==> config.mk <==
export PLATFORM = sky130hd
export DESIGN_NAME = pcs_core
export DESIGN_NICKNAME = d
export VERILOG_FILES = /design/src/core/pcs_pkg.sv /design/src/core/pcs_stack_if.sv /design/src/core/pcs_ret_stack.sv /design/src/core/pcs_port_watch.sv /design/src/core/pcs_core.sv
export SDC_FILE = /design/constraint.sdc
export NUM_CORES = 1
export LEC_CHECK = 0
export BUFFER_PORTS_ARGS = -buffer_cell sky130_fd_sc_hd__buf_2
export CORE_MARGIN = 2
export CORE_UTILIZATION = 50
export CTS_BUF_LIST = sky130_fd_sc_hd__clkbuf_4
export DETAILED_ROUTE_END_ITERATION = 8
export PLACE_DENSITY = 0.76
export SYNTH_ARGS = -nofsm -noshare
export SYNTH_HDL_FRONTEND = slang
export SYNTH_SLANG_ARGS = --single-unit
==> constraint.sdc <==
create_clock -name mclk -period 2.78 [get_ports mclk]
set_input_delay 0.278 -clock mclk [delete_from_list [all_inputs] [get_ports mclk]]
set_output_delay 0.278 -clock mclk [all_outputs]
set_load 0.02 [all_outputs]
==> src/core/pcs_pkg.sv <==
// constants and types shared by the sequencing core and its helpers
package pcs_pkg;
	localparam int PCS_PC_W    = 13;
	localparam int PCS_DEPTH   = 8;
	localparam int PCS_ADR_W   = 5;
	localparam int PCS_PORT_W  = 4;

	// register byte offsets on the bus
	localparam logic [PCS_ADR_W-1:0] PCS_REG_IRQ_CTRL = 5'h00;
	localparam logic [PCS_ADR_W-1:0] PCS_REG_PC_LOW   = 5'h04;
	localparam logic [PCS_ADR_W-1:0] PCS_REG_PC_HOLD  = 5'h08;
	localparam logic [PCS_ADR_W-1:0] PCS_REG_POINTER  = 5'h0C;

	// irq_control field positions, then the two page bits of the holding register
	localparam int PCS_GIE_BIT     = 7;
	localparam int PCS_NVM_EN_BIT  = 6;
	localparam int PCS_TMR_EN_BIT  = 5;
	localparam int PCS_EXT_EN_BIT  = 4;
	localparam int PCS_PORT_EN_BIT = 3;
	localparam int PCS_TMR_FLG_BIT = 2;
	localparam int PCS_EXT_FLG_BIT = 1;
	localparam int PCS_PORT_FLG_BIT = 0;
	localparam int PCS_PAGE_HI_BIT = 4;
	localparam int PCS_PAGE_LO_BIT = 3;

	// reset values, the interrupt vector and the counter step
	localparam logic [7:0]          PCS_IRQ_CTRL_RST = 8'h00;
	localparam logic [4:0]          PCS_PC_HOLD_RST  = 5'h00;
	localparam logic [7:0]          PCS_POINTER_RST  = 8'h00;
	localparam logic [PCS_PC_W-1:0] PCS_PC_RST       = 13'h0000;
	localparam logic [PCS_PC_W-1:0] PCS_IRQ_VECTOR   = 13'h0004;
	localparam logic [PCS_PC_W-1:0] PCS_PC_ONE       = 13'h0001;

	// file address of the indirect window, and the count that ends port-watch priming
	localparam logic [7:0] PCS_INDIRECT_ADDR = 8'h00;
	localparam logic [1:0] PCS_PRIME_DONE    = 2'h3;

	typedef enum logic [2:0] {
		PCS_OP_NONE,
		PCS_OP_STEP,
		PCS_OP_JUMP,
		PCS_OP_CALL,
		PCS_OP_RETURN,
		PCS_OP_RETURN_WITH_LITERAL,
		PCS_OP_RETURN_FROM_INTERRUPT,
		PCS_OP_IRQ_ACK
	} pcs_op_t;
endpackage : pcs_pkg

==> src/core/pcs_stack_if.sv <==
// push and pop signals between the core and its return stack
`timescale 1ns/100ps
interface pcs_stack_if;
	import pcs_pkg::*;
	logic                push;
	logic                pop;
	logic [PCS_PC_W-1:0] push_data;
	logic [PCS_PC_W-1:0] top_data;
	modport core  (output push, output pop, output push_data, input top_data);
	modport store (input push, input pop, input push_data, output top_data);
endinterface : pcs_stack_if

==> src/core/pcs_ret_stack.sv <==
// circular return stack with a hidden pointer
`timescale 1ns/100ps
module pcs_ret_stack
	import pcs_pkg::*;
#(
	parameter int DEPTH = PCS_DEPTH
) (
	input  wire logic   mclk,
	input  wire logic   reset,
	pcs_stack_if.store  stk
);
	localparam int PW = $clog2(DEPTH);
	logic [PCS_PC_W-1:0] mem [DEPTH];
	logic [PW-1:0]       ptr_q;
	logic [PW-1:0]       ptr_d;

	// pointer wraps silently
	always_comb begin
		ptr_d = ptr_q;
		if (stk.push) begin
			ptr_d = ptr_q + PW'(1);
		end else if (stk.pop) begin
			ptr_d = ptr_q - PW'(1);
		end
	end

	// storage outside all address spaces
	assign stk.top_data = mem[ptr_q - PW'(1)];

	always_ff @(posedge mclk) begin
		if (reset) begin
			ptr_q <= '0;
		end else begin
			ptr_q <= ptr_d;
		end
		if (stk.push) begin
			mem[ptr_q] <= stk.push_data;
		end
	end
endmodule : pcs_ret_stack

==> src/core/pcs_port_watch.sv <==
// synchronises the upper port pins and flags any change
`timescale 1ns/100ps
module pcs_port_watch
	import pcs_pkg::*;
#(
	parameter int WIDTH = PCS_PORT_W
) (
	input  wire logic             mclk,
	input  wire logic             reset,
	input  wire logic [WIDTH-1:0] pins,
	output logic                  change
);
	logic [WIDTH-1:0] s1_q, s2_q, prev_q;
	logic [1:0]       prime_q, prime_d;
	logic             change_q, change_d;

	// the first samples after reset are not compared, so idle-high pins give no false event
	always_comb begin
		prime_d = (prime_q == PCS_PRIME_DONE) ? prime_q : prime_q + 2'h1;
		change_d = (prime_q == PCS_PRIME_DONE) && (s2_q != prev_q);
	end

	always_ff @(posedge mclk) begin
		if (reset) begin
			s1_q     <= '0;
			s2_q     <= '0;
			prev_q   <= '0;
			prime_q  <= 2'h0;
			change_q <= 1'b0;
		end else begin
			s1_q     <= pins;
			s2_q     <= s1_q;
			prev_q   <= s2_q;
			prime_q  <= prime_d;
			change_q <= change_d;
		end
	end

	assign change = change_q;
endmodule : pcs_port_watch

==> src/core/pcs_core.sv <==
// program counter, return stack, interrupt control and indirect addressing core
`timescale 1ns/100ps
// Behaviour
// global enable gates every interrupt source
// bits 6..3 enable nvm, timer, pin, port
// timer flag set by overflow, software clears
// pin flag set on external pin event
// port flag set on upper pin change
// flags set regardless of any enable
// 13-bit counter, only low byte accessible
// loads take upper bits from holding register
// 11-bit target, page bits from holding
// software sets page bits before branching
// eight 13-bit entries, hidden pointer
// push on call/ack, pop on returns
// push and pop keep holding register
// ninth push overwrites first entry
// ninth pop equals the first pop
// no overflow or underflow indication
// indirect window accesses pointed register
// window through itself reads zero, ignores write
// effective address is bank bit plus pointer
// software minds 256-word table crossings
// counter steps by one, call pushes next
module pcs_core
	import pcs_pkg::*;
(
	input  wire logic                 mclk,
	input  wire logic                 reset,
	input  wire logic                 wb_cyc_i,
	input  wire logic                 wb_stb_i,
	input  wire logic                 wb_we_i,
	input  wire logic [PCS_ADR_W-1:0] wb_adr_i,
	input  wire logic [3:0]           wb_sel_i,
	input  wire logic [31:0]          wb_dat_i,
	output logic      [31:0]          wb_dat_o,
	output logic                      wb_ack_o,
	input  wire pcs_op_t              exu_op,
	input  wire logic [10:0]          exu_target,
	input  wire logic                 exu_pcl_write,
	input  wire logic [7:0]           exu_pcl_data,
	input  wire logic                 fa_valid,
	input  wire logic                 fa_write,
	input  wire logic [7:0]           fa_addr,
	input  wire logic                 indirect_bank_select,
	input  wire logic                 timer_overflow,
	input  wire logic                 ext_pin_event,
	input  wire logic                 nvm_write_done,
	input  wire logic [PCS_PORT_W-1:0] upper_port_pins,
	output logic      [PCS_PC_W-1:0]  pc,
	output logic                      irq_request,
	output logic                      fa_out_valid,
	output logic      [8:0]           fa_eff_addr,
	output logic                      fa_eff_write,
	output logic                      fa_null_read
);
	logic [7:0]          irq_ctrl_q, irq_ctrl_d;
	logic [4:0]          pc_hold_q, pc_hold_d;
	logic [7:0]          pointer_q, pointer_d;
	logic [PCS_PC_W-1:0] pc_q, pc_d;
	logic [PCS_PC_W-1:0] branch_target;
	logic                irq_req_q, irq_req_d;
	logic                ack_q, ack_d;
	logic [31:0]         rdata_q, rdata_d;
	logic                fa_valid_q, fa_valid_d;
	logic [8:0]          eff_addr_q, eff_addr_d;
	logic                eff_we_q, eff_we_d;
	logic                null_q, null_d;
	logic                wb_req, wb_wr;
	logic                port_change;
	logic                ind_hit, ind_self;

	pcs_stack_if stk ();

	pcs_ret_stack #(.DEPTH(PCS_DEPTH)) u_stack (
		.mclk  (mclk),
		.reset (reset),
		.stk   (stk.store)
	);

	pcs_port_watch #(.WIDTH(PCS_PORT_W)) u_port (
		.mclk   (mclk),
		.reset  (reset),
		.pins   (upper_port_pins),
		.change (port_change)
	);

	// one-cycle answer; ack drops the cycle after it was given
	assign wb_req = wb_cyc_i && wb_stb_i && !ack_q;
	assign wb_wr  = wb_req && wb_we_i && wb_sel_i[0];

	// page bits above the 11-bit target
	assign branch_target = {pc_hold_q[PCS_PAGE_HI_BIT:PCS_PAGE_LO_BIT], exu_target};

	always_comb begin
		ack_d   = wb_req;
		rdata_d = rdata_q;
		if (wb_req) begin
			rdata_d = 32'h0000_0000;
			case (wb_adr_i)
				PCS_REG_IRQ_CTRL: begin
					rdata_d[7:0] = irq_ctrl_q;
				end
				// only the low byte is visible
				PCS_REG_PC_LOW: begin
					rdata_d[7:0] = pc_q[7:0];
				end
				PCS_REG_PC_HOLD: begin
					rdata_d[4:0] = pc_hold_q;
				end
				PCS_REG_POINTER: begin
					rdata_d[7:0] = pointer_q;
				end
				default: begin
					rdata_d = 32'h0000_0000;
				end
			endcase
		end
	end

	always_comb begin
		irq_ctrl_d = irq_ctrl_q;
		pc_hold_d  = pc_hold_q;
		pointer_d  = pointer_q;
		if (wb_wr) begin
			case (wb_adr_i)
				PCS_REG_IRQ_CTRL: begin
					irq_ctrl_d = wb_dat_i[7:0];
				end
				PCS_REG_PC_HOLD: begin
					pc_hold_d = wb_dat_i[4:0];
				end
				PCS_REG_POINTER: begin
					pointer_d = wb_dat_i[7:0];
				end
				default: begin
					pointer_d = pointer_q;
				end
			endcase
		end
		// events set flags after the clear, so a set wins
		// timer flag set here by overflow; otherwise only the bus write above changes it
		if (timer_overflow) begin
			irq_ctrl_d[PCS_TMR_FLG_BIT] = 1'b1;
		end
		// pin flag set on each pin event
		if (ext_pin_event) begin
			irq_ctrl_d[PCS_EXT_FLG_BIT] = 1'b1;
		end
		// port flag sticks until cleared
		if (port_change) begin
			irq_ctrl_d[PCS_PORT_FLG_BIT] = 1'b1;
		end
		// acknowledge masks further interrupts, return from interrupt re-opens them
		if (exu_op == PCS_OP_IRQ_ACK) begin
			irq_ctrl_d[PCS_GIE_BIT] = 1'b0;
		end else if (exu_op == PCS_OP_RETURN_FROM_INTERRUPT) begin
			irq_ctrl_d[PCS_GIE_BIT] = 1'b1;
		end
	end

	// global gate
	// per-source enables
	always_comb begin
		irq_req_d = irq_ctrl_q[PCS_GIE_BIT] && (
			(irq_ctrl_q[PCS_NVM_EN_BIT] && nvm_write_done) ||
			(irq_ctrl_q[PCS_TMR_EN_BIT] && irq_ctrl_q[PCS_TMR_FLG_BIT]) ||
			(irq_ctrl_q[PCS_EXT_EN_BIT] && irq_ctrl_q[PCS_EXT_FLG_BIT]) ||
			(irq_ctrl_q[PCS_PORT_EN_BIT] && irq_ctrl_q[PCS_PORT_FLG_BIT]));
	end

	// stack traffic never touches the holding register
	// no overflow or underflow status exists
	always_comb begin
		pc_d          = pc_q;
		stk.push      = 1'b0;
		stk.pop       = 1'b0;
		stk.push_data = pc_q + PCS_PC_ONE;
		case (exu_op)
			// sequential advance wraps in 13 bits
			PCS_OP_STEP: begin
				pc_d = pc_q + PCS_PC_ONE;
			end
			// absolute jump
			PCS_OP_JUMP: begin
				pc_d = branch_target;
			end
			// call pushes the return address
			PCS_OP_CALL: begin
				stk.push = 1'b1;
				pc_d     = branch_target;
			end
			// every return kind pops
			PCS_OP_RETURN, PCS_OP_RETURN_WITH_LITERAL, PCS_OP_RETURN_FROM_INTERRUPT: begin
				stk.pop = 1'b1;
				pc_d    = stk.top_data;
			end
			// acknowledge saves the not yet executed address
			PCS_OP_IRQ_ACK: begin
				stk.push      = 1'b1;
				stk.push_data = pc_q;
				pc_d          = PCS_IRQ_VECTOR;
			end
			default: begin
				// low-byte write takes upper bits from holding
				if (exu_pcl_write) begin
					pc_d = {pc_hold_q, exu_pcl_data};
				end else if (wb_wr && wb_adr_i == PCS_REG_PC_LOW) begin
					pc_d = {pc_hold_q, wb_dat_i[7:0]};
				end
			end
		endcase
	end

	// window has no storage, pointer supplies the address
	assign ind_hit  = fa_addr == PCS_INDIRECT_ADDR;
	// bank 1 mirrors the window, so only the low seven bits decide
	assign ind_self = ind_hit && (pointer_q[6:0] == PCS_INDIRECT_ADDR[6:0]);

	always_comb begin
		fa_valid_d = fa_valid;
		// bank bit above the 8-bit pointer
		eff_addr_d = ind_hit ? {indirect_bank_select, pointer_q} : {1'b0, fa_addr};
		// self-reference reads zero and writes nothing
		eff_we_d   = fa_valid && fa_write && !ind_self;
		null_d     = fa_valid && ind_self;
	end

	always_ff @(posedge mclk) begin
		if (reset) begin
			irq_ctrl_q <= PCS_IRQ_CTRL_RST;
			pc_hold_q  <= PCS_PC_HOLD_RST;
			pointer_q  <= PCS_POINTER_RST;
			pc_q       <= PCS_PC_RST;
			irq_req_q  <= 1'b0;
			ack_q      <= 1'b0;
			rdata_q    <= 32'h0000_0000;
			fa_valid_q <= 1'b0;
			eff_addr_q <= 9'h000;
			eff_we_q   <= 1'b0;
			null_q     <= 1'b0;
		end else begin
			irq_ctrl_q <= irq_ctrl_d;
			pc_hold_q  <= pc_hold_d;
			pointer_q  <= pointer_d;
			pc_q       <= pc_d;
			irq_req_q  <= irq_req_d;
			ack_q      <= ack_d;
			rdata_q    <= rdata_d;
			fa_valid_q <= fa_valid_d;
			eff_addr_q <= eff_addr_d;
			eff_we_q   <= eff_we_d;
			null_q     <= null_d;
		end
	end

	assign wb_dat_o     = rdata_q;
	assign wb_ack_o     = ack_q;
	assign pc           = pc_q;
	assign irq_request  = irq_req_q;
	assign fa_out_valid = fa_valid_q;
	assign fa_eff_addr  = eff_addr_q;
	assign fa_eff_write = eff_we_q;
	assign fa_null_read = null_q;
endmodule : pcs_core

==> results of run 1 <==
-- worst min path at each step --
stage / end / slack, ns / depth (start not counted)
3_5_place_dp: u_port.s2_q[0]$_SDFF_PP0_ / 0.43 / 1
2_1_floorplan: fa_eff_addr[0]$_SDFF_PP0_ / 0.40 / 2
6_report: irq_ctrl_q[3]$_SDFFE_PP0P_ / 0.05 / 3
5_1_grt: irq_ctrl_q[3]$_SDFFE_PP0P_ / 0.03 / 3
3_3_place_gp: u_port.s2_q[0]$_SDFF_PP0_ / 0.43 / 1
4_1_cts: irq_ctrl_q[3]$_SDFFE_PP0P_ / 0.005 / 3
-- layout make-up --
| class | instances | area (sq um) |
|---|---|---|
| clock buffers | 21 | 158 |
| clock inverters | 11 | 103 |
| fillers | 1200 | 6260 |
| inverters | 10 | 37.5 |
| multi-input cells | 373 | 2920 |
| flip-flops and latches | 178 | 4610 |
| well taps | 211 | 264 |
| repair buffers | 144 | 918 |
-- where the power goes --
part           total, mW  switching (mW)  internal [mW]  leakage [nW]
combinational      0.857           0.501          0.357          1.66
clock               1.34           0.858          0.486         0.131
sequential          3.02          0.0897           2.93          1.56
total               5.22            1.45           3.77          3.35
-- state kept, by name (all words and copies together) (netlist names) --
register	count
fa_eff_write	1
irq_request	1
u_stack.ptr_q	3
u_port.change	1
fa_eff_addr	9
pc	13
pointer_q	8
u_port.prev_q	4
wb_ack_o	1
u_port.s1_q	4
u_port.s2_q	4
u_stack.mem	104
fa_null_read	1
pc_hold_q	5
wb_dat_o	8
fa_out_valid	1
irq_ctrl_q	8
u_port.prime_q	2
-- synthesized netlist by cell type (2+ instances only) --
cell	count	area share [%]
a2111oi_0	2	0.22
a21oi_1	26	1.7
a221o_1	2	0.26
a221oi_1	5	0.56
a22o_1	4	0.45
a22oi_1	12	1.1
a31oi_1	3	0.24
and2_1	4	0.32
and3_1	6	0.48
buf_1	2	0.096
buf_2	9	0.57
buf_4	27	2.6
buf_6	4	0.57
clkbuf_1	16	0.77
clkinv_1	2	0.096
dfxtp_1	74	19
edfxtp_1	104	40
ha_1	4	0.64
inv_1	8	0.38
mux2_2	2	0.29
mux2i_1	31	4.0
mux4_2	31	8.9
nand2_1	27	1.3
nand2b_1	3	0.24
nand3_1	8	0.51
nand4_1	4	0.32
nor2_1	57	2.7
nor2b_1	16	1.3
nor3_1	15	0.96
nor3_2	3	0.38
nor3b_1	3	0.29
nor4_1	7	0.56
o21ai_0	11	0.70
o22ai_1	3	0.24
o2bb2ai_1	5	0.56
o31ai_1	3	0.29
or3_1	4	0.32
xnor2_1	10	1.1
xor2_1	15	1.7
-- cells by family (layout without fill, tap and decap cells) --
kind of cell	count (synthesis)	count (layout)	share of synthesized area [%]
other	1	24	0.0478
AOI/OAI and AO/OA	88	88	7.77
buffers and inverters	71	186	5.48
xor gates and xnor gates	25	25	2.79
muxes	65	65	13.3
and+or+nand+nor	167	167	11.2
DFF	178	178	58.7
adders and majority gates	4	4	0.639
-- layer usage --
| metal | track usage (%) | wire length [microns] | up-vias |
|---|---|---|---|
| met5 | 0 | 0 | - |
| met4 | 9.08 | 459 | 0 |
| met3 | 4.09 | 1070 | 32 |
| met2 | 38.6 | 9070 | 227 |
| met1 | 28.6 | 7720 | 2647 |
| li1 | - | - | 2450 |
-- repair_timing --
item,4_1_cts,5_1_grt
setup endpoints to repair,0,0
hold endpoints to repair,30,0
hold buffers,24,0
-- worst max-delay path: stages (launching register included) --
cell and delay (ns):
dfxtp_1 0.55, ha_1 0.30, nand3_1 0.13, or2_0 0.28, buf_4 0.18, nor3_1 0.20
xor2_1 0.53
==> flow_summary.toml, run 1 <==
[cts]
clock-sinks = 178
insertion_delay_ns = 0.56
postCtsResizedCells = 0
path_clk_slew_ns = 0.14
cts_root_buffer = "clkbuf_4"
cts_setup_buffers = 0
numCtsBuffers = 17
clock_path_buffers = 2
htreeDepth = 4
cts_tree = "built"

[drt]
vias = 5356
vias_per_cell = 5.65
wire_per_inst_microns = 19.3
first_iter_violations = 474
route.detailed.drc = 0
dr.pass1.iters = 5
wirelength_microns = 18300
ant_nets = 0

[final_layout]
antenna_cells = 0
fin_util_pct = 59.0
finalNonFillerCells = 948
syn2layout_area_growth_pct = 14.9
final_cell_mix = "104 x edfxtp_1, 94 x buf_2, 73 x dfxtp_1, 57 x nor2_1"
postLayoutCellArea_sq_um = 9000
nNetsFinal = 815
final_common_cell = "edfxtp_1"
drive_gt1_share_pct = 27.3

[power_and_ir_drop]
finalPower_mw = 5.22
vdd_ir_drop_max_v = 0.000260
cellLeakagePower_nw = 3.35
power_density_nw_per_um2 = 580

[synth]
ys_seq_area_share_pct = 58.7
yosys.cell_types.count = 66
ys_warn_count = 0
synthCells = 599
synth_ff_type = "edfxtp_1"
synth-seq-cells = 178
netlist_area_sq_um = 7840
avgSynthCellArea_sq_um = 13.1
synth_edf_count = 104
synth-async-reset-ratio_pct = 0

[place]
port_buffers = 94
dp_hpwl_microns = 12700
placed_cell_area_sq_um = 8500
place_ws_ns = 0.444
dpl.cell_count = 892
gp_congestion = 0.876

[die]
ioPinCount = 146
initial_core_util_pct = 51.4
dieWidth_microns = 129
dieHeight_microns = 129
rows = 45
die_area_sq_um = 16700
core_area_sq_um = 15300

[sta]
drv_slew = 0
fin_ws_ns = 0.336
finalSetupViolCount = 0
rsz0062_at_grt = "no"
max_slew_margin_pct = 51.8
worstMarginPinSlew_ns = 0.718
skew_ns = 0.0153
finalCriticalPeriod_ns = 2.44
hold_violations = 0
fin_crit_sh_pct = 87.9
finalSetupTns_ns = 0
fmax_mhz = 409
fin_hold_ws_ns = 0.0479

[setup_path]
worst-r2r-cell-count = 6
arrival_ns = 2.73
rr_endpoint = "u_stack.mem[1][12]$_DFFE_PP_"
critPathMaxFanout = 8
cp.required_ns = 3.07
rr_startpoint = "pc[1]$_SDFFE_PP0P_"
rrSetupSlack_ns = 0.34
cp-endpoint = "u_stack.mem[1][12]$_DFFE_PP_"
cp-end-kind = "flip-flop"
critPathKind = "flip-flop to flip-flop"
startpoint = "pc[1]$_SDFFE_PP0P_"
startpoint_type = "flip-flop"

[global_routing]
grt_usage_pct = 22.6
grt_overflow = 0
grt_max_degree = 43
grt_pass1_wl_microns = 28100
grt_pass1_vias = 5254
antenna_found_initial = 0

[outcome]
outcome = "complete, no violations"

[run]
drv_cap = 0

[worst_hold_path]
hp-start = "wb_dat_i[3]"
hp-class = "input pin to flip-flop"
Note: power is estimated with default switching activity, not from simulation.
==> run 2, diff against run 1 <==
- GPL_TIMING_DRIVEN: default -> 0
==> flow_summary.toml, run 2 (synthesis gave the netlist of run 1 again) <==
[setup_path]
arrival_ns = 3.15
cp.required_ns = 3.27
startpoint_type = "flip-flop"
critPathSlowestCell = "dfxtp_1"
cp-end-kind = "flip-flop"
critPathMaxFanout = 9
rrSetupSlack_ns = 0.12
crit_chain = "ha_1 > nand3_1 > or2_0 > clkbuf_2 > or4b_1 > and4_1 > o41ai_2"
cpPeakStageDelay_ns = 0.61
critPathKind = "flip-flop to flip-flop"

[cts]
path_clk_slew_ns = 0.15
insertion_delay_ns = 0.59
numCtsBuffers = 17
cts_tree = "built"
htreeDepth = 4
clock_path_buffers = 2
clock-sinks = 178
cts_root_buffer = "clkbuf_4"

[power_and_ir_drop]
cellLeakagePower_nw = 3.55
power_density_nw_per_um2 = 575
vdd_ir_drop_max_v = 0.000450
finalPower_mw = 5.37

[sta]
rsz0062_at_grt = "no"
drv_slew = 0
skew_ns = 0.0217
hold_violations = 0
finalSetupViolCount = 0
max_slew_margin_pct = 9.85
worstMarginPinSlew_ns = 1.35
fin_ws_ns = 0.118
fmax_mhz = 376
finalCriticalPeriod_ns = 2.66
fin_crit_sh_pct = 95.8

[final_layout]
drive_gt1_share_pct = 29.6
syn2layout_area_growth_pct = 19.2
antenna_cells = 0
largest_reg_flops = 104
final_cell_mix = "104 x edfxtp_1, 98 x buf_2, 73 x dfxtp_1, 56 x nor2_1"
finalNonFillerCells = 989
regArea_sq_um = 4610
nFillCells = 1189
final_common_cell = "edfxtp_1"
top_register = "u_stack.mem"
multi_input_area_sq_um = 2950
nNetsFinal = 856

[drt]
ant_nets = 0
wirelength_microns = 19700
route.detailed.drc = 0
dr.pass1.iters = 5
vias_per_cell = 5.59
vias = 5526
wire_per_inst_microns = 19.9
first_iter_violations = 510

[die]
core_area_sq_um = 15300
dieHeight_microns = 129
initial_core_util_pct = 51.4
dieWidth_microns = 129
ioPinCount = 146
rows = 45
die_area_sq_um = 16700

[global_routing]
grt_pass1_vias = 5411
antenna_found_initial = 0
grt_usage_pct = 24.0
grt_max_degree = 17
grt_overflow = 0
grt_pass1_wl_microns = 29600

[worst_hold_path]
hp-class = "input pin to flip-flop"

[place]
gp_congestion = 0.937
dp_hpwl_microns = 14300
place_ws_ns = -0.791
dpl.cell_count = 930
port_buffers = 91

[run]
drv_cap = 0

[outcome]
outcome = "complete, no violations"
[run 2: final cells by class]
| type | instances | share of cell area, % |
|---|---|---|
| sequential | 178 | 49.3 |
| multi-input combinational | 373 | 31.6 |
| buffer | 61 | 4.51 |
| clock buffer | 19 | 1.53 |
| clock inverter | 13 | 1.33 |
| inverter | 10 | 0.402 |
| tap | 211 | 2.83 |
| timing repair buffer | 124 | 8.48 |
[run 2: final timing paths]
path                                          startpoint                         end  cells after the start
worst max-delay path                  pc[0]$_SDFFE_PP0P_         pc[12]$_SDFFE_PP0P_                      7
worst min-delay path                         wb_dat_i[0]   pc_hold_q[0]$_SDFFE_PP0P_                      3
worst max register to register        pc[0]$_SDFFE_PP0P_         pc[12]$_SDFFE_PP0P_                      7
worst min register to register  u_port.change$_SDFF_PP0_  irq_ctrl_q[0]$_SDFFE_PP0P_                      2
[run 2: worst max-delay path, delay by kind of cell (launching register included)]
family | cells | cell delay [ns]
adders and majority gates | 1 | 0.32
DFF | 1 | 0.61
AOI/OAI and AO/OA | 1 | 0.25
buffers and inverters | 1 | 0.18
and+or+nand+nor | 4 | 1.21
[run 2: through the flow]
step | hold WS (ns) | TNS (ns) | cell area, sq um | util [%]
after global routing | 0.0134 | 0 | 9340 | 61.2
final | 0.0114 | 0 | 9340 | 61.2
after detailed placement | 0.425 | -9.04 | 8740 | 57.3
after floorplan | 0.395 | 0 | 7930 | -
after CTS | 0.000288 | 0 | 9310 | 61.0
after global placement | 0.422 | -52.75 | 8650 | 56.7
[run 2: power by group]
group / total (mW) / leakage (nW) / switching [mW] / internal [mW]
registers: 3.00 / 1.56 / 0.0727 / 2.93
clock network: 1.39 / 0.144 / 0.911 / 0.480
logic: 0.977 / 1.84 / 0.558 / 0.419
[run 2: repair_timing]
| item | 4_1_cts | 5_1_grt |
|---|---|---|
| hold buffers | 25 | 0 |
| hold endpoints to repair | 29 | 0 |
| buffers inserted | 0 | 2 |
| gates resized for setup | 13 | 3 |
| endpoints found under the setup margin | 40 | 7 |
[run 2: layer usage]
metal | GRT usage [%] | wire, microns
met1 | 30.1 | 8040
met2 | 41.7 | 9740
met3 | 5.00 | 1500
met4 | 8.18 | 413
met5 | 0 | 0
